==> src/verilog/dma_event_map.vh <==
`ifndef DMA_EVENT_MAP_VH
`define DMA_EVENT_MAP_VH
// ==========================================
// register byte offsets
`define OFS_DMA_EVENT_STATUS 12'h028
`define OFS_DMA_EVENT_INTERRUPT_MASK 12'h02C
`define OFS_FACTORY_TEST_CONTROL 12'h050
`define OFS_DONE_THRESHOLD_CONTROL 12'h080
// ==========================================
// reset values
`define RST_DMA_EVENT_INTERRUPT_MASK 16'h0000
`define RST_FACTORY_TEST_CONTROL 16'h0000
`define RST_DONE_THRESHOLD_CONTROL 16'h0000
// ==========================================
// status and mask bit positions
`define BIT_RX_CRC_ERROR 2
`define BIT_RX_ABORT_SEEN 3
`define BIT_RX_LENGTH_VIOLATION 4
`define BIT_RX_FIFO_OVERFLOW 5
`define BIT_LARGE_FREE_QUEUE_READ 6
`define BIT_LARGE_FREE_QUEUE_EMPTY_ERROR 7
`define BIT_SMALL_FREE_QUEUE_READ 8
`define BIT_SMALL_FREE_QUEUE_EMPTY_ERROR 9
`define BIT_RX_DONE_QUEUE_WRITTEN 10
`define BIT_RX_DONE_QUEUE_FULL_ERROR 11
`define BIT_TX_FIFO_UNDERFLOW 12
`define BIT_TX_PENDING_QUEUE_READ 13
`define BIT_TX_DONE_QUEUE_WRITTEN 14
`define BIT_TX_DONE_QUEUE_FULL_ERROR 15
`define EVENT_BITS_MASK 16'hFFFC
// ==========================================
// threshold control fields and factory test bit
`define FLD_RX_DONE_THRESHOLD_LSB 0
`define FLD_TX_DONE_THRESHOLD_LSB 4
`define BIT_FACTORY_TEST 0
`endif

==> src/verilog/dma_event_status_and_mask.v <==
// Function
// - rx done-write flag sets per write or after 2..128 writes by threshold.
// - status read clears rx done-write flag until the next write.
// - rx done-queue full write attempt sets error flag; read clears.
// - any tx fifo underflow sets flag; read clears.
// - each tx pending-queue read sets flag; read clears.
// - tx done-write flag sets per write or after 2..128 writes by threshold.
// - status read clears tx done-write flag until the next write.
// - tx done-queue full write attempt sets error flag; read clears.
// - set flag with mask bit 1 drives active-low pci interrupt.
// - unmasked event also drives local-bus interrupt in configuration mode only.
// - mask bits 2..15, 0 masks, 1 unmasks, reset to 0.
// - factory test bit 0 puts rams in standby; software writes 0.
// - status bits 2..5 flag rx crc, abort, length, overflow; clear on read.
// - status bits 6..9 flag free-queue reads and empty errors; clear on read.
//
// Local design decision: the APB interface to the registers.
`timescale 1ns/100ps
`include "dma_event_map.vh"
module dma_event_status_and_mask
(
	input wire i_clk_sys,
	input wire i_rst_n,
	input wire i_psel,
	input wire i_penable,
	input wire i_pwrite,
	input wire [11:0] i_paddr,
	input wire [31:0] i_pwdata,
	output wire o_pready,
	output reg [31:0] o_prdata,
	output wire o_pslverr,
	input wire i_rx_crc_error,
	input wire i_rx_abort_seen,
	input wire i_rx_length_violation,
	input wire i_rx_fifo_overflow,
	input wire i_large_free_queue_read,
	input wire i_large_free_queue_empty_error,
	input wire i_small_free_queue_read,
	input wire i_small_free_queue_empty_error,
	input wire i_rx_done_queue_write,
	input wire i_rx_done_queue_full_error,
	input wire i_tx_fifo_underflow,
	input wire i_tx_pending_queue_read,
	input wire i_tx_done_queue_write,
	input wire i_tx_done_queue_full_error,
	input wire i_local_bus_config_mode,
	output reg o_pci_interrupt_out_n,
	output reg o_local_bus_interrupt_out_n,
	output wire o_ram_standby,
	output wire [14:0] o_internal_test
);
	// ==========================================
	// registers and internal nets
	reg [15:0] mask_q;
	reg [15:0] mask_d;
	reg [15:0] test_q;
	reg [15:0] test_d;
	reg [15:0] thresh_q;
	reg [15:0] thresh_d;

	// event and pin side
	reg [15:0] set_vec;
	reg [31:0] prdata_d;
	reg pci_irq_n_d;
	reg local_irq_n_d;
	reg mapped;
	wire [15:0] flags;
	wire [2:0] rx_code;
	wire [2:0] tx_code;

	// bus side
	wire access;
	wire wr;
	wire rd_setup;
	wire rd_status;
	wire sel_status;
	wire sel_mask;
	wire sel_test;
	wire sel_thresh;
	wire wr_mask;
	wire wr_test;
	wire wr_thresh;
	wire rx_hit;
	wire tx_hit;
	wire irq_pending;

	// ==========================================
	// helper functions
	// registers are word aligned; the two byte-lane bits take no part in the match
	function is_addr;
		input [11:0] a;
		input [11:0] b;
		begin
			is_addr = (a[11:2] == b[11:2]);
		end
	endfunction

	// every register is 16 bits wide and reads back in the low half of the word
	function [31:0] low_half;
		input [15:0] v;
		begin
			low_half = {16'h0000, v};
		end
	endfunction

	// a flag reaches the pins only through a mask bit of one
	function any_unmasked;
		input [15:0] f;
		input [15:0] m;
		begin
			any_unmasked = |(f & m);
		end
	endfunction

	// ==========================================
	// bus decode
	// pready is tied high: every access completes in its first access cycle
	assign o_pready = 1'b1;
	assign access = i_psel && i_penable;
	assign wr = access && i_pwrite;
	assign rd_setup = i_psel && !i_penable && !i_pwrite;
	assign sel_status = is_addr(i_paddr, `OFS_DMA_EVENT_STATUS);
	assign sel_mask = is_addr(i_paddr, `OFS_DMA_EVENT_INTERRUPT_MASK);
	assign sel_test = is_addr(i_paddr, `OFS_FACTORY_TEST_CONTROL);
	assign sel_thresh = is_addr(i_paddr, `OFS_DONE_THRESHOLD_CONTROL);
	assign wr_mask = wr && sel_mask;
	assign wr_test = wr && sel_test;
	assign wr_thresh = wr && sel_thresh;
	// the clear lands at the access edge, one edge after the read word was captured
	assign rd_status = access && !i_pwrite && sel_status;
	// unmapped offsets answer with an error, read zero and ignore writes
	assign o_pslverr = access && !mapped;

	always @*
	begin
		if (sel_status)
			mapped = 1'b1;
		else if (sel_mask)
			mapped = 1'b1;
		else if (sel_test)
			mapped = 1'b1;
		else if (sel_thresh)
			mapped = 1'b1;
		else
			mapped = 1'b0;
	end

	// ==========================================
	// writable registers
	// bits 1:0 have no event behind them and stay zero
	always @*
	begin
		mask_d = mask_q;
		if (wr_mask)
			mask_d = i_pwdata[15:0] & `EVENT_BITS_MASK;
	end

	// test bit 0 idles the rams; the others are raw internal controls
	always @*
	begin
		test_d = test_q;
		if (wr_test)
			test_d = i_pwdata[15:0];
	end

	// only the two three-bit codes are kept; the rest of the word reads zero
	always @*
	begin
		thresh_d = thresh_q;
		if (wr_thresh)
			thresh_d = {9'h000, i_pwdata[6:4], 1'b0, i_pwdata[2:0]};
	end

	always @(posedge i_clk_sys or negedge i_rst_n)
	begin
		if (!i_rst_n)
		begin
			mask_q <= `RST_DMA_EVENT_INTERRUPT_MASK;
			test_q <= `RST_FACTORY_TEST_CONTROL;
			thresh_q <= `RST_DONE_THRESHOLD_CONTROL;
		end
		else
		begin
			mask_q <= mask_d;
			test_q <= test_d;
			thresh_q <= thresh_d;
		end
	end

	// ==========================================
	// test controls
	// bits go out as written; software keeps 1..15 at zero, nothing here guards them
	assign o_ram_standby = test_q[`BIT_FACTORY_TEST];
	assign o_internal_test = test_q[15:1];

	// ==========================================
	// done-queue write counters
	assign rx_code = thresh_q[`FLD_RX_DONE_THRESHOLD_LSB+2:`FLD_RX_DONE_THRESHOLD_LSB];
	assign tx_code = thresh_q[`FLD_TX_DONE_THRESHOLD_LSB+2:`FLD_TX_DONE_THRESHOLD_LSB];

	// code 0 sets the flag on every write, code n after 2^n writes
	// a new code acts on the running count; change it only between bursts
	done_write_counter rx_done_count
	(
		.i_clk_sys(i_clk_sys),
		.i_rst_n(i_rst_n),
		.i_threshold(rx_code),
		.i_write(i_rx_done_queue_write),
		.o_hit(rx_hit)
	);

	done_write_counter tx_done_count
	(
		.i_clk_sys(i_clk_sys),
		.i_rst_n(i_rst_n),
		.i_threshold(tx_code),
		.i_write(i_tx_done_queue_write),
		.o_hit(tx_hit)
	);

	// ==========================================
	// event collection
	always @*
	begin
		set_vec = 16'h0000;
		set_vec[`BIT_RX_CRC_ERROR] = i_rx_crc_error;
		set_vec[`BIT_RX_ABORT_SEEN] = i_rx_abort_seen;
		set_vec[`BIT_RX_LENGTH_VIOLATION] = i_rx_length_violation;
		set_vec[`BIT_RX_FIFO_OVERFLOW] = i_rx_fifo_overflow;
		set_vec[`BIT_LARGE_FREE_QUEUE_READ] = i_large_free_queue_read;
		set_vec[`BIT_LARGE_FREE_QUEUE_EMPTY_ERROR] = i_large_free_queue_empty_error;
		set_vec[`BIT_SMALL_FREE_QUEUE_READ] = i_small_free_queue_read;
		set_vec[`BIT_SMALL_FREE_QUEUE_EMPTY_ERROR] = i_small_free_queue_empty_error;
		set_vec[`BIT_RX_DONE_QUEUE_WRITTEN] = rx_hit;
		set_vec[`BIT_RX_DONE_QUEUE_FULL_ERROR] = i_rx_done_queue_full_error;
		set_vec[`BIT_TX_FIFO_UNDERFLOW] = i_tx_fifo_underflow;
		set_vec[`BIT_TX_PENDING_QUEUE_READ] = i_tx_pending_queue_read;
		set_vec[`BIT_TX_DONE_QUEUE_WRITTEN] = tx_hit;
		set_vec[`BIT_TX_DONE_QUEUE_FULL_ERROR] = i_tx_done_queue_full_error;
	end

	// bits 1:0 never set, so they read zero for good
	event_flag_bank flags_bank
	(
		.i_clk_sys(i_clk_sys),
		.i_rst_n(i_rst_n),
		.i_set(set_vec),
		.i_clear(rd_status),
		.o_flags(flags)
	);

	// ==========================================
	// interrupt outputs
	// the pins are registered so they never glitch while flags and mask settle
	assign irq_pending = any_unmasked(flags, mask_q);

	always @*
	begin
		pci_irq_n_d = 1'b1;
		local_irq_n_d = 1'b1;
		if (irq_pending)
		begin
			pci_irq_n_d = 1'b0;
			if (i_local_bus_config_mode)
				local_irq_n_d = 1'b0;
		end
	end

	always @(posedge i_clk_sys or negedge i_rst_n)
	begin
		if (!i_rst_n)
		begin
			o_pci_interrupt_out_n <= 1'b1;
			o_local_bus_interrupt_out_n <= 1'b1;
		end
		else
		begin
			o_pci_interrupt_out_n <= pci_irq_n_d;
			o_local_bus_interrupt_out_n <= local_irq_n_d;
		end
	end

	// ==========================================
	// read data
	// the word is taken in the setup cycle so it stands through the access cycle;
	// an event in the setup cycle shows now, one in the access cycle waits for the next read
	always @*
	begin
		if (sel_status)
			prdata_d = low_half(flags | set_vec);
		else if (sel_mask)
			prdata_d = low_half(mask_q);
		else if (sel_test)
			prdata_d = low_half(test_q);
		else if (sel_thresh)
			prdata_d = low_half(thresh_q);
		else
			prdata_d = 32'h00000000;
	end

	always @(posedge i_clk_sys or negedge i_rst_n)
	begin
		if (!i_rst_n)
			o_prdata <= 32'h00000000;
		else if (rd_setup)
			o_prdata <= prdata_d;
	end
endmodule

==> src/verilog/done_write_counter.v <==
`timescale 1ns/100ps
// ==========================================
// counts done-queue writes; pulses when the programmed count is reached
// threshold code 0 = every write, code n = 2^n writes (2..128)
module done_write_counter
(
	input wire i_clk_sys,
	input wire i_rst_n,
	input wire [2:0] i_threshold,
	input wire i_write,
	output wire o_hit
);
	reg [7:0] count_q;
	reg [7:0] count_d;
	wire [7:0] limit;

	assign limit = (8'h01 << i_threshold);
	assign o_hit = i_write && ((count_q + 8'h01) >= limit);

	always @*
	begin
		count_d = count_q;
		if (i_write)
		begin
			if (o_hit)
				count_d = 8'h00;
			else
				count_d = count_q + 8'h01;
		end
	end

	always @(posedge i_clk_sys or negedge i_rst_n)
	begin
		if (!i_rst_n)
			count_q <= 8'h00;
		else
			count_q <= count_d;
	end
endmodule

==> src/verilog/event_flag_bank.v <==
`timescale 1ns/100ps
// ==========================================
// sticky clear-on-read flags; a set in the clearing cycle wins
module event_flag_bank
(
	input wire i_clk_sys,
	input wire i_rst_n,
	input wire [15:0] i_set,
	input wire i_clear,
	output reg [15:0] o_flags
);
	always @(posedge i_clk_sys or negedge i_rst_n)
	begin
		if (!i_rst_n)
			o_flags <= 16'h0000;
		else if (i_clear)
			o_flags <= i_set;
		else
			o_flags <= o_flags | i_set;
	end
endmodule
==> config.mk <==
export PLATFORM = sky130hd
export DESIGN_NAME = dma_event_status_and_mask
export DESIGN_NICKNAME = d
export VERILOG_FILES = /design/src/verilog/dma_event_status_and_mask.v /design/src/verilog/done_write_counter.v /design/src/verilog/event_flag_bank.v
export VERILOG_INCLUDE_DIRS = /design/src /design/src/verilog
export SDC_FILE = /design/constraint.sdc
export NUM_CORES = 1
export LEC_CHECK = 0
export BUFFER_PORTS_ARGS = -buffer_cell sky130_fd_sc_hd__buf_2
export CAP_MARGIN = 20
export CORE_MARGIN = 5
export CORE_UTILIZATION = 40
export CTS_BUF_LIST = sky130_fd_sc_hd__clkbuf_8
export DETAILED_ROUTE_END_ITERATION = 7
export SLEW_MARGIN = 20
export SYNTH_ARGS = -nofsm -noshare
export SYNTH_HDL_FRONTEND = slang
export SYNTH_HIERARCHICAL = 1
export SYNTH_SLANG_ARGS = --single-unit
export TNS_END_PERCENT = 20
==> constraint.sdc <==
create_clock -name i_clk_sys -period 4 [get_ports i_clk_sys]
set_input_delay 0.6 -clock i_clk_sys [delete_from_list [all_inputs] [get_ports i_clk_sys]]
set_output_delay 0.6 -clock i_clk_sys [all_outputs]
set_load 0.01 [all_outputs]
==> results of run 1 <==
-- report_power, final --
part	total, W	leakage [nW]	internal (W)	switching (W)
clock network	0.000644	0.103	0.000310	0.000334
registers	0.000889	1.11	0.000878	0.0000118
logic	0.000184	1.29	0.0000715	0.000112
total	0.00172	2.50	0.00126	0.000458
-- final timing paths --
check / to / cells after the start / start / slack [ns]
max: o_prdata[14]$_DFFE_PN0P_ / 14 / tx_done_count/count_q[0]$_DFFE_PN0P_ / 0.82
min: test_q[9]$_DFFE_PN0P_ / 1 / i_rst_n / 0.27
max reg2reg: o_prdata[14]$_DFFE_PN0P_ / 14 / tx_done_count/count_q[0]$_DFFE_PN0P_ / 0.82
min reg2reg: o_prdata[10]$_DFFE_PN0P_ / 2 / o_prdata[10]$_DFFE_PN0P_ / 0.48
max in group asynchronous: test_q[1]$_DFFE_PN0P_ / 1 / i_rst_n / 3.18
min in group i_clk_sys: o_local_bus_interrupt_out_n$_DFF_PN1_ / 2 / i_local_bus_config_mode / 0.35
-- through the flow --
stage / setup WS (ns) / std cells
2_1_floorplan: 1.25 / 457
3_3_place_gp: 0.888 / 652
3_5_place_dp: 0.853 / 652
4_1_cts: 0.813 / 668
5_1_grt: 0.539 / 668
6_report: 0.821 / 668
-- layer usage --
metal	share of wire, %	wire length (um)	track usage (%)
met1	45	5050	20.8
met2	49	5510	27.4
met3	4.0	449	3.09
met4	1.5	171	7.39
met5	0	0	0
-- cell usage after synthesis (all sizes together) (2+ instances only) --
library cell / count
o31ai: 7
a21o: 18
nand3: 12
and2: 5
buf: 26
nor3b: 3
a21oi: 4
a221oi: 4
conb: 2
xor2: 4
o2bb2ai: 8
or3: 5
inv: 12
nor4: 3
xnor2: 8
a32o: 4
ha: 18
clkbuf: 9
a22o: 2
or2: 6
mux2: 36
or3b: 7
nor3: 12
o21ai: 26
nor2: 21
and3b: 2
dfstp: 2
nand4: 5
a2111oi: 2
dfrtp: 84
a22oi: 18
nand2: 44
nand3b: 7
nand2b: 5
a221o: 4
o211ai: 2
-- sequential cells by signal, summed over array words and instances, names as in the netlist --
name	flops
o_pci_interrupt_out_n	1
rx_done_count/count_q	8
test_q	16
mask_q	14
flags_bank/o_flags	16
o_prdata	16
o_local_bus_interrupt_out_n	1
tx_done_count/count_q	8
thresh_q	6
-- cell families after synthesis --
family | Yosys count | share of synthesized area (%)
compound gates | 99 | 16.6
other cells | 2 | 0.157
fa+ha+maj | 18 | 4.72
buf+inv | 47 | 5.84
mux | 37 | 9.48
xor+xnor | 12 | 2.20
simple gates | 139 | 15.9
flops | 86 | 45.1
-- worst max-delay path, stage by stage (launching register included) --
cell and delay, ns:
dfrtp_1 0.46, ha_1 0.28, inv_1 0.08, or2_2 0.30
xor2_1 0.20, inv_1 0.07, ha_1 0.28, nand4_1 0.08
or3_4 0.39, o21ai_4 0.26, and2_1 0.21, nor2_1 0.05
o21ai_0 0.15, a22oi_1 0.10, o21ai_0 0.18
-- layout make-up --
cell class,instances,area [sq um],share of cell area (%)
multi-input combinational,324,2410,44.3
tap,147,184,3.39
sequential,86,2150,39.7
clock inverter,6,68.8,1.27
inverter,12,45.0,0.830
clock buffer,10,138,2.54
timing repair buffer,83,429,7.91
==> metrics.log, run 1 <==
INFO  metric result_of_the_run = finished, final reports clean
INFO  metric post-layout-total-power = 0.00172 W
INFO  metric cts.hold.buffers_added = 0
INFO  metric worst-setup-path-type = reg2reg
INFO  metric timing.fmax = 315 MHz
INFO  metric crit_path_max_fanout = 9
INFO  metric layout.filler_cells = 1164
INFO  metric drtIter0Drc = 181
INFO  metric postLayoutCoreUtil = 45.7%
INFO  metric yosysTopAreaCell = dfrtp_1
INFO  metric die_height = 119 um
INFO  metric crit_arrival = 3.46 ns
INFO  metric netlist-cell-type-count = 55
INFO  metric register_area_share_after_synthesis = 45.1%
INFO  metric power_density = 317 nW/um^2
INFO  metric most_frequent_standard_cell_in_the_layout_excluding_fill_and_tap_cells = dfrtp_1
INFO  metric period_share = 79.5%
INFO  metric cts_htree_levels = 3
INFO  metric cellLeakagePower = 2.50 nW
INFO  metric cts_num_sinks = 86
INFO  metric skew_pair_late_insertion_delay = 0.37 ns
INFO  metric boundaryPins = 116
INFO  metric synth-seq-cells = 86
INFO  metric final_period_minus_worst_setup_slack = 3.18 ns
INFO  metric overflow = 0
INFO  metric synth.top_cells.by_area = dfrtp_1 (44%), mux2_2 (6.1%), ha_1 (4.7%)
INFO  metric via_count = 3487
INFO  metric post_synth.cell_area_avg = 10.9 sq um
INFO  metric first_global_vias = 3713
INFO  metric mappedNetlistArea = 4780 sq um
INFO  metric synthesis.instances = 440
INFO  metric timing.max_slew.rel_slack = 47.4%
INFO  metric routed_wire_length_per_instance = 16.7 um
INFO  metric drt-vias-per-instance = 5.22
INFO  metric vdd_drop_max = 0.116 mV
INFO  metric finalInstanceArea = 5430 sq um
INFO  metric setup.worst_path.end_class = flip-flop
INFO  metric area_fraction_of_the_dominant_cell_type_after_synthesis = 44.0%
INFO  metric number_of_synthesized_flops_with_an_enable_pin = 0
INFO  metric grt_first_pass_wirelength = 18600 um
INFO  metric yosys_most_used_dff = dfrtp_1
INFO  metric postCtsSetupBuffers = 0
INFO  metric cts_tree = done
INFO  metric pin_count_of_the_biggest_net_entering_global_routing = 87
INFO  metric core_area = 11900 sq um
INFO  metric final_layout_size_suffix_gt1_share = 32.2%
INFO  metric clk_pin_slew = 0.09 ns
INFO  metric fin_nets = 598
INFO  metric worst-slew-pin-transition = 0.790 ns
INFO  metric routed_wl = 11200 um
INFO  metric worst_hold_path_type = in2async
INFO  metric grt_setup_unrepaired = no
INFO  metric globalplace.congestion = 0.806
INFO  metric layout_common_cells = dfrtp_1 (84), buf_2 (79), nand2_1 (44), mux2_2 (26), o21ai_0 (22)
INFO  metric ys.warnings.count = 6
INFO  metric clock_skew = 0.00966 ns
INFO  metric n_antenna_cell = 0
INFO  metric numPortBuffers = 80
INFO  metric core.rowCount = 40
INFO  metric cts-root-to-sink-buffers = 2
INFO  metric floorplan.die_area = 14200 sq um
INFO  metric global_route.usage.total = 16.5%
INFO  metric max_cap_violations = 0
INFO  metric cts_made_buffers = 9
INFO  metric area.growth.synth_to_final = 13.6%
INFO  metric finalMaxSlewViolations = 0
INFO  metric die_x = 119 um
INFO  metric final.setup.tns = 0 ns
INFO  metric worst_setup_path_start_kind = flip-flop
INFO  metric detail_route.drc_violations = 0
INFO  metric detailed_place_hpwl = 8280 um
INFO  metric detailedRoute.firstPassIterationCount = 4
INFO  metric antenna_found_initial = 0
INFO  metric setup_violations = 0
INFO  metric fin_hold_ws = 0.274 ns
INFO  metric clockRootBuffer = clkbuf_8
INFO  metric post_cts_resize_count = 0
INFO  metric synthArstFlopShare = 100%
INFO  metric postPlaceCellArea = 5220 sq um
INFO  metric remaining_antenna_violation_count_after_routing = 0
INFO  metric hold_violations = 0
INFO  metric timing.critical_path.required = 4.28 ns
INFO  metric initial_core_util = 40.3%
(Power assumes the default switching activity.)
==> inputs of run 2 (changes only) <==
- ABC_AREA: unset -> 1
- clock period: 4 -> 2.9 ns (I/O delays scaled with it)
==> metrics.log, run 2 <==
INFO  metric result_of_the_run = finished, final reports clean (unchanged)
INFO  metric vdd_drop_max = 0.261 mV (was 0.116 mV)
INFO  metric final_period_minus_worst_setup_slack = 2.51 ns (was 3.18 ns)
INFO  metric drtIter0Drc = 252 (was 181)
INFO  metric total_area_of_multi_input_combinational_cells = 2550 sq um (was 2410 sq um)
INFO  metric detailed_place_hpwl = 9660 um (was 8280 um)
INFO  metric critical-path-max-stage-delay = 0.46 ns (about the same)
INFO  metric final.setup.tns = 0 ns (unchanged)
INFO  metric yosysMostFrequentCell = nand2_1 (was dfrtp_1)
INFO  metric fin_nets = 845 (was 598)
INFO  metric clockRootBuffer = clkbuf_8 (unchanged)
INFO  metric most_frequent_standard_cell_in_the_layout_excluding_fill_and_tap_cells = nand2_1 (was dfrtp_1)
INFO  metric clock_skew = 0.0108 ns (was 0.00966 ns)
INFO  metric numPortBuffers = 80 (unchanged)
INFO  metric skew_pair_late_insertion_delay = 0.38 ns (was 0.37 ns)
INFO  metric yosysTopAreaCell = dfrtp_1 (unchanged)
INFO  metric initial_core_util = 41.1% (was 40.3%)
INFO  metric cts_tree = done (unchanged)
INFO  metric routed_wire_length_per_instance = 13.7 um (was 16.7 um)
INFO  metric synth_common_cells = nand2_1 (215), dfrtp_1 (84), inv_1 (72) (was dfrtp_1 (84), nand2_1 (44), mux2_2 (26))
INFO  metric detail_route.drc_violations = 0 (unchanged)
INFO  metric timing.fmax = 398 MHz (was 315 MHz)
INFO  metric synthArstFlopShare = 100% (unchanged)
INFO  metric timing.critical_path.required = 3.22 ns (was 4.28 ns)
INFO  metric worst_hold_path_type = in2async (unchanged)
INFO  metric cts_made_buffers = 9 (unchanged)
INFO  metric global_route.usage.total = 17.7% (was 16.5%)
INFO  metric period_share = 86.6% (was 79.5%)
INFO  metric worst-setup-path-type = reg2reg (unchanged)
INFO  metric die_height = 124 um (was 119 um)
INFO  metric remaining_antenna_violation_count_after_routing = 0 (unchanged)
INFO  metric yosys_most_used_dff = dfrtp_1 (unchanged)
INFO  metric netlist-cell-type-count = 34 (was 55)
INFO  metric seqCellArea = 2150 sq um (unchanged)
INFO  metric area.growth.synth_to_final = 13.1% (was 13.6%)
INFO  metric boundaryPins = 116 (unchanged)
INFO  metric cellLeakagePower = 3.24 nW (was 2.50 nW)
INFO  metric cts.hold.buffers_added = 0 (unchanged)
INFO  metric n_antenna_cell = 0 (unchanged)
INFO  metric timing.max_slew.rel_slack = 49.8% (was 47.4%)
INFO  metric routed_wl = 12800 um (was 11200 um)
INFO  metric cts_htree_levels = 3 (unchanged)
INFO  metric number_of_synthesized_flops_with_an_enable_pin = 0 (unchanged)
INFO  metric worst_setup_path_start_kind = flip-flop (unchanged)
INFO  metric globalplace.congestion = 0.814 (was 0.806)
INFO  metric max_cap_violations = 0 (unchanged)
INFO  metric top_regs = flags_bank/o_flags: 16 flops, o_prdata: 16 flops, test_q: 16 flops (unchanged)
INFO  metric drt-vias-per-instance = 4.81 (was 5.22)
INFO  metric grt-busiest-layer = met2 (unchanged)
INFO  metric pin_count_of_the_biggest_net_entering_global_routing = 47 (was 87)
INFO  metric power_density = 373 nW/um^2 (was 317 nW/um^2)
INFO  metric floorplan.die_area = 15400 sq um (was 14200 sq um)
INFO  metric detailedRoute.firstPassIterationCount = 5 (was 4)
INFO  metric grtUsageMet3 = 2.77% (was 3.09%)
INFO  metric post_synth.cell_area_avg = 7.63 sq um (was 10.9 sq um)
INFO  metric layout_common_cells = nand2_1 (215), dfrtp_1 (84), buf_2 (79), inv_1 (72), nand3_1 (71) (was dfrtp_1 (84), buf_2 (79), nand2_1 (44), mux2_2 (26), o21ai_0 (22))
INFO  metric critical_path.cell_chain = ha_1 -> nand3_1 -> xor2_1 -> inv_2 -> ha_1 -> nand2_1 -> nor2_1 -> nand2_4 -> a21oi_1 -> or2_2 -> nand3_1 -> nand3_1 -> nand2_1 -> nand2_1 (was ha_1 -> inv_1 -> or2_2 -> xor2_1 -> inv_1 -> ha_1 -> nand4_1 -> or3_4 -> o21ai_4 -> and2_1 -> nor2_1 -> o21ai_0 -> a22oi_1 -> o21ai_0)
INFO  metric finalMaxSlewViolations = 0 (unchanged)
INFO  metric synth.top_cells.by_area = dfrtp_1 (40%), nand2_1 (16%), nand3_1 (6.8%) (was dfrtp_1 (44%), mux2_2 (6.1%), ha_1 (4.7%))
INFO  metric clk_pin_slew = 0.09 ns (about the same)
INFO  metric crit_arrival = 2.83 ns (was 3.46 ns)
INFO  metric groute.layer.met1.usage = 24.4% (was 20.8%)
INFO  metric core_area = 12700 sq um (was 11900 sq um)
INFO  metric synth-seq-cells = 86 (unchanged)
INFO  metric cts_num_sinks = 86 (unchanged)
INFO  metric setup_violations = 0 (unchanged)
INFO  metric cts-root-to-sink-buffers = 2 (unchanged)
INFO  metric die_x = 124 um (was 119 um)
INFO  metric grt_setup_unrepaired = no (unchanged)
INFO  metric hold_violations = 0 (unchanged)
INFO  metric register_area_share_after_synthesis = 41.4% (was 45.1%)
INFO  metric overflow = 0 (unchanged)
INFO  metric antenna_found_initial = 0 (unchanged)
INFO  metric grt_first_pass_wirelength = 21200 um (was 18600 um)
INFO  metric via_count = 4515 (was 3487)
INFO  metric final_layout_size_suffix_gt1_share = 22.7% (was 32.2%)
INFO  metric first_global_vias = 4375 (was 3713)
INFO  metric core.rowCount = 41 (was 40)
INFO  metric postLayoutCoreUtil = 46.5% (was 45.7%)
INFO  metric worst-slew-pin-transition = 0.750 ns (was 0.790 ns)
INFO  metric grt_use_met2 = 28.0% (was 27.4%)
INFO  metric layout.filler_cells = 1259 (was 1164)
INFO  metric ys.warnings.count = 6 (unchanged)
INFO  metric synthesis.instances = 682 (was 440)
INFO  metric crit_path_max_fanout = 9 (unchanged)
INFO  metric postCtsSetupBuffers = 0 (unchanged)
INFO  metric area_fraction_of_the_dominant_cell_type_after_synthesis = 40.4% (was 44.0%)
INFO  metric post_cts_resize_count = 0 (unchanged)
INFO  metric mappedNetlistArea = 5210 sq um (was 4780 sq um)
INFO  metric crit_path_top_delay_cell = dfrtp_1 (unchanged)
INFO  metric setup.worst_path.end_class = flip-flop (unchanged)
run 2: changes by cell type after synthesis, moves of 14 or more:
cell | before | now
mux2_2 | 26 | 0
nand3_1 | 12 | 71
inv_1 | 11 | 72
a22oi_1 | 18 | 0
o21ai_2 | 0 | 20
o21ai_0 | 22 | 2
nand2_1 | 44 | 215
nor2_1 | 21 | 45
o21ai_1 | 2 | 16
nand4_1 | 5 | 25
run 2: area by class of cell:
class | count | share of cell area [%]
multi-input cells | 493 | 43.4
flip-flops and latches | 86 | 36.6
repair buffers | 87 | 7.95
inverters | 86 | 5.48
well taps | 172 | 3.65
clock buffers | 10 | 2.34
clock inverters | 5 | 0.616
run 2: worst paths after layout:
check,startpoint,endpoint,slack (ns),cells past startpoint
min in group i_clk_sys,i_local_bus_config_mode,o_local_bus_interrupt_out_n$_DFF_PN1_,0.17,2
worst min-delay path,i_rst_n,tx_done_count/count_q[3]$_DFFE_PN0P_,0.05,1
worst max-delay path,rx_done_count/count_q[0]$_DFFE_PN0P_,o_prdata[10]$_DFFE_PN0P_,0.39,14
worst max register to register,rx_done_count/count_q[0]$_DFFE_PN0P_,o_prdata[10]$_DFFE_PN0P_,0.39,14
worst min register to register,o_prdata[5]$_DFFE_PN0P_,o_prdata[5]$_DFFE_PN0P_,0.48,2
max in group asynchronous,i_rst_n,o_local_bus_interrupt_out_n$_DFF_PN1_,2.17,2
run 2: critical path: cells and delay by family (launching register included):
family | cells | cell delay (ns)
adders and majority gates | 2 | 0.56
xor gates and xnor gates | 1 | 0.18
buffers and inverters | 1 | 0.05
DFF | 1 | 0.46
AOI/OAI and AO/OA | 1 | 0.30
and+or+nand+nor | 9 | 0.90
run 2: metrics by stage:
stage          hold slack (ns)  cell area, sq um  total power [W]  instances  setup slack, ns
2_1_floorplan            0.139              5270          0.00135        699            0.648
3_3_place_gp             0.457              5720          0.00144        924            0.363
3_5_place_dp             0.463              5720          0.00144        924            0.327
4_1_cts                 0.0619              5890          0.00223        939            0.321
5_1_grt                 0.0835              5890          0.00231        939            0.164
6_report                0.0507              5890          0.00220        939            0.389
run 2: routing by layer:
layer / routed length, um / part of all wire, %
met3: 701 / 5.5
met5: 0 / 0
met1: 6000 / 47
met2: 5900 / 46
met4: 250 / 1.9
run 2: cells by family (layout without fill, tap and decap cells):
group | after synthesis | in the layout | synth area share (%)
other cells | 2 | 19 | 0.144
xor+xnor | 6 | 6 | 1.01
flops | 86 | 86 | 41.4
compound gates | 47 | 47 | 6.22
buf+inv | 120 | 188 | 10.9
simple gates | 403 | 403 | 36.0
fa+ha+maj | 18 | 18 | 4.33
run 2: where the power goes:
group | internal, W | switching (W) | total (W)
combinational | 0.0000620 | 0.000134 | 0.000196
sequential | 0.00121 | 0.00000655 | 0.00122
clock | 0.000331 | 0.000452 | 0.000783
==> inputs of run 3 (changes only) <==
- ABC_AREA: 1 -> unset
- CORE_UTILIZATION: 40 -> 48
- PLACE_DENSITY: unset -> 0.76
==> metrics.log, run 3 (synthesis gave the netlist of run 1 again) <==
INFO  metric clockRootBuffer = clkbuf_8 (unchanged)
INFO  metric cts_tree = done (unchanged)
INFO  metric detailed_place_hpwl = 8480 um (was 9660 um)
INFO  metric worst-setup-path-type = reg2reg (unchanged)
INFO  metric core.rowCount = 36 (was 41)
INFO  metric crit_path_top_delay_cell = dfrtp_1 (unchanged)
INFO  metric worst_hold_path_type = in2async (unchanged)
INFO  metric hold_violations = 0 (unchanged)
INFO  metric pin_count_of_the_biggest_net_entering_global_routing = 50 (was 47)
INFO  metric cts_htree_levels = 3 (unchanged)
INFO  metric detail_route.drc_violations = 0 (unchanged)
INFO  metric final_period_minus_worst_setup_slack = 2.74 ns (was 2.51 ns)
INFO  metric cellLeakagePower = 2.58 nW (was 3.24 nW)
INFO  metric antenna_found_initial = 0 (unchanged)
INFO  metric crit_arrival = 3.03 ns (was 2.83 ns)
INFO  metric timing.fmax = 365 MHz (was 398 MHz)
INFO  metric drtIter0Drc = 180 (was 252)
INFO  metric setup.worst_path.end_class = flip-flop (unchanged)
INFO  metric core_area = 9730 sq um (was 12700 sq um)
INFO  metric critical_path.cell_chain = buf_4 -> nand3_1 -> nor2_1 -> xnor2_1 -> inv_1 -> ha_2 -> nand4_1 -> or3_4 -> o21ai_4 -> and2_4 -> nor2_1 -> o21ai_0 -> a22oi_1 -> o21ai_1 (was ha_1 -> nand3_1 -> xor2_1 -> inv_2 -> ha_1 -> nand2_1 -> nor2_1 -> nand2_4 -> a21oi_1 -> or2_2 -> nand3_1 -> nand3_1 -> nand2_1 -> nand2_1)
INFO  metric clock_skew = 0.0111 ns (was 0.0108 ns)
INFO  metric grt_first_pass_wirelength = 18300 um (was 21200 um)
INFO  metric clk_pin_slew = 0.09 ns (about the same)
INFO  metric timing.critical_path.required = 3.19 ns (was 3.22 ns)
INFO  metric worst_setup_path_start_kind = flip-flop (unchanged)
INFO  metric grt_setup_unrepaired = yes (was no)
INFO  metric die_x = 110 um (was 124 um)
INFO  metric final.setup.tns = 0 ns (unchanged)
INFO  metric fin_nets = 614 (was 845)
INFO  metric power_density = 419 nW/um^2 (was 373 nW/um^2)
INFO  metric floorplan.die_area = 12000 sq um (was 15400 sq um)
INFO  metric die_height = 110 um (was 124 um)
INFO  metric layout_common_cells = dfrtp_1 (83), buf_2 (79), nand2_1 (44), mux2_2 (26) (was nand2_1 (215), dfrtp_1 (84), buf_2 (79), inv_1 (72), nand3_1 (71))
INFO  metric detailedRoute.firstPassIterationCount = 4 (was 5)
INFO  metric cts_num_sinks = 86 (unchanged)
INFO  metric via_count = 3674 (was 4515)
INFO  metric setup_violations = 0 (unchanged)
INFO  metric timing.max_slew.rel_slack = 56.7% (was 49.8%)
INFO  metric n_antenna_cell = 0 (unchanged)
INFO  metric critical-path-max-stage-delay = 0.42 ns (was 0.46 ns)
INFO  metric most_frequent_standard_cell_in_the_layout_excluding_fill_and_tap_cells = dfrtp_1 (was nand2_1)
INFO  metric cts_made_buffers = 9 (unchanged)
INFO  metric post-place-ws = 0.0374 ns (was 0.327 ns)
INFO  metric result_of_the_run = finished, final reports clean (unchanged)
INFO  metric worst-slew-pin-transition = 0.650 ns (was 0.750 ns)
INFO  metric timing.critical_path.from = rx_done_count/count_q[0]$_DFFE_PN0P_ (unchanged)
INFO  metric finalMaxSlewViolations = 0 (unchanged)
INFO  metric first_global_vias = 3782 (was 4375)
INFO  metric cts-root-to-sink-buffers = 2 (unchanged)
INFO  metric rr_startpoint = rx_done_count/count_q[0]$_DFFE_PN0P_ (unchanged)
INFO  metric routed_wire_length_per_instance = 16.6 um (was 13.7 um)
INFO  metric period_share = 94.5% (was 86.6%)
INFO  metric initial_core_util = 49.1% (was 41.1%)
INFO  metric crit_path_max_fanout = 6 (was 9)
INFO  metric cp_common_cell = nor2_1
INFO  metric global_route.usage.total = 19.6% (was 17.7%)
INFO  metric cts.hold.buffers_added = 0 (unchanged)
INFO  metric drt-vias-per-instance = 5.48 (was 4.81)
INFO  metric area.growth.synth_to_final = 16.4% (was 13.1%)
INFO  metric routed_wl = 11100 um (was 12800 um)
INFO  metric max_cap_violations = 0 (unchanged)
INFO  metric boundaryPins = 116 (unchanged)
INFO  metric final_critical_path_setup_slack = 0.159 ns (was 0.389 ns)
INFO  metric final_layout_size_suffix_gt1_share = 35.2% (was 22.7%)
INFO  metric remaining_antenna_violation_count_after_routing = 0 (unchanged)
INFO  metric top_regs = flags_bank/o_flags: 16 flops, o_prdata: 16 flops, test_q: 16 flops (unchanged)
INFO  metric skew_pair_late_insertion_delay = 0.36 ns (was 0.38 ns)
INFO  metric overflow = 0 (unchanged)
INFO  metric numPortBuffers = 80 (unchanged)
INFO  metric vdd_drop_max = 0.229 mV (was 0.261 mV)
INFO  metric globalplace.congestion = 0.825 (was 0.814)
run 3: changes by cell type in the layout (fill, tap and decap cells not counted), moves of 18 or more:
| cell | delta |
|---|---|
| nor2_1 | -24 |
| nand2_1 | -171 |
| o21ai_0 | +19 |
| nand4_1 | -20 |
| nand3_1 | -59 |
| o21ai_2 | -20 |
| a22oi_1 | +18 |
| inv_1 | -61 |
| mux2_2 | +26 |
run 3: routing by layer:
layer	part of all wire [%]	GRT usage (%)	vias to the layer above	wire length, um
li1	-	-	1743	-
met1	43	25.1	1805	4790
met2	50	33.2	111	5520
met3	5.9	4.58	15	656
met4	1.6	5.61	0	176
met5	0	0	-	0
run 3: per-stage QoR:
stage / total power [W] / area, sq um / hold WS, ns / instances / utilization (%)
floorplan: 0.00142 / 4840 / 0.139 / 457 / -
global placement: 0.00152 / 5300 / 0.456 / 650 / 54.5
detailed placement: 0.00153 / 5300 / 0.467 / 650 / 54.5
CTS: 0.00234 / 5490 / 0.0964 / 666 / 56.4
global route: 0.00244 / 5560 / 0.130 / 670 / 57.1
finish: 0.00233 / 5560 / 0.0876 / 670 / 57.1
run 3: repair_timing:
item                                    CTS  global route
endpoints found under the setup margin    0             2
hold endpoints to repair                  0             0
resized for setup                         0             8
setup buffers                             0             4
run 3: worst max-delay path: cells and delay by family, from the launching register on:
family	cells	cell delay [ns]
and+or+nand+nor	6	0.94
adders and majority gates	1	0.38
AOI/OAI and AO/OA	4	0.50
buffers and inverters	2	0.24
DFF	1	0.42
xor gates and xnor gates	1	0.18
run 3: final cells by class:
cell class	count	area, sq um
Timing Repair Buffer	99	558
Multi-Input combinational cell	324	2440
Clock inverter	6	53.8
Inverter	12	45.0
Sequential cell	86	2160
Clock buffer	10	138
Fill cell	833	4170
Tap cell	133	166
run 3: path summary, 6_finish.rpt:
path / to / slack, ns / depth (start not counted)
hold reg to reg: o_prdata[7]$_DFFE_PN0P_ / 0.48 / 2
min in group i_clk_sys: o_local_bus_interrupt_out_n$_DFF_PN1_ / 0.20 / 2
max in group asynchronous: o_local_bus_interrupt_out_n$_DFF_PN1_ / 2.06 / 2
setup / recovery: o_prdata[10]$_DFFE_PN0P_ / 0.16 / 14
setup reg to reg: o_prdata[10]$_DFFE_PN0P_ / 0.16 / 14
hold / removal: tx_done_count/count_q[5]$_DFFE_PN0P_ / 0.09 / 1
run 3: where the power goes:
part           leakage [nW]  switching [W]  internal, W  total (W)
Combinational          1.37       0.000172     0.000128   0.000300
Sequential             1.11      0.0000107      0.00121    0.00122
Clock                0.0954       0.000457     0.000350   0.000806
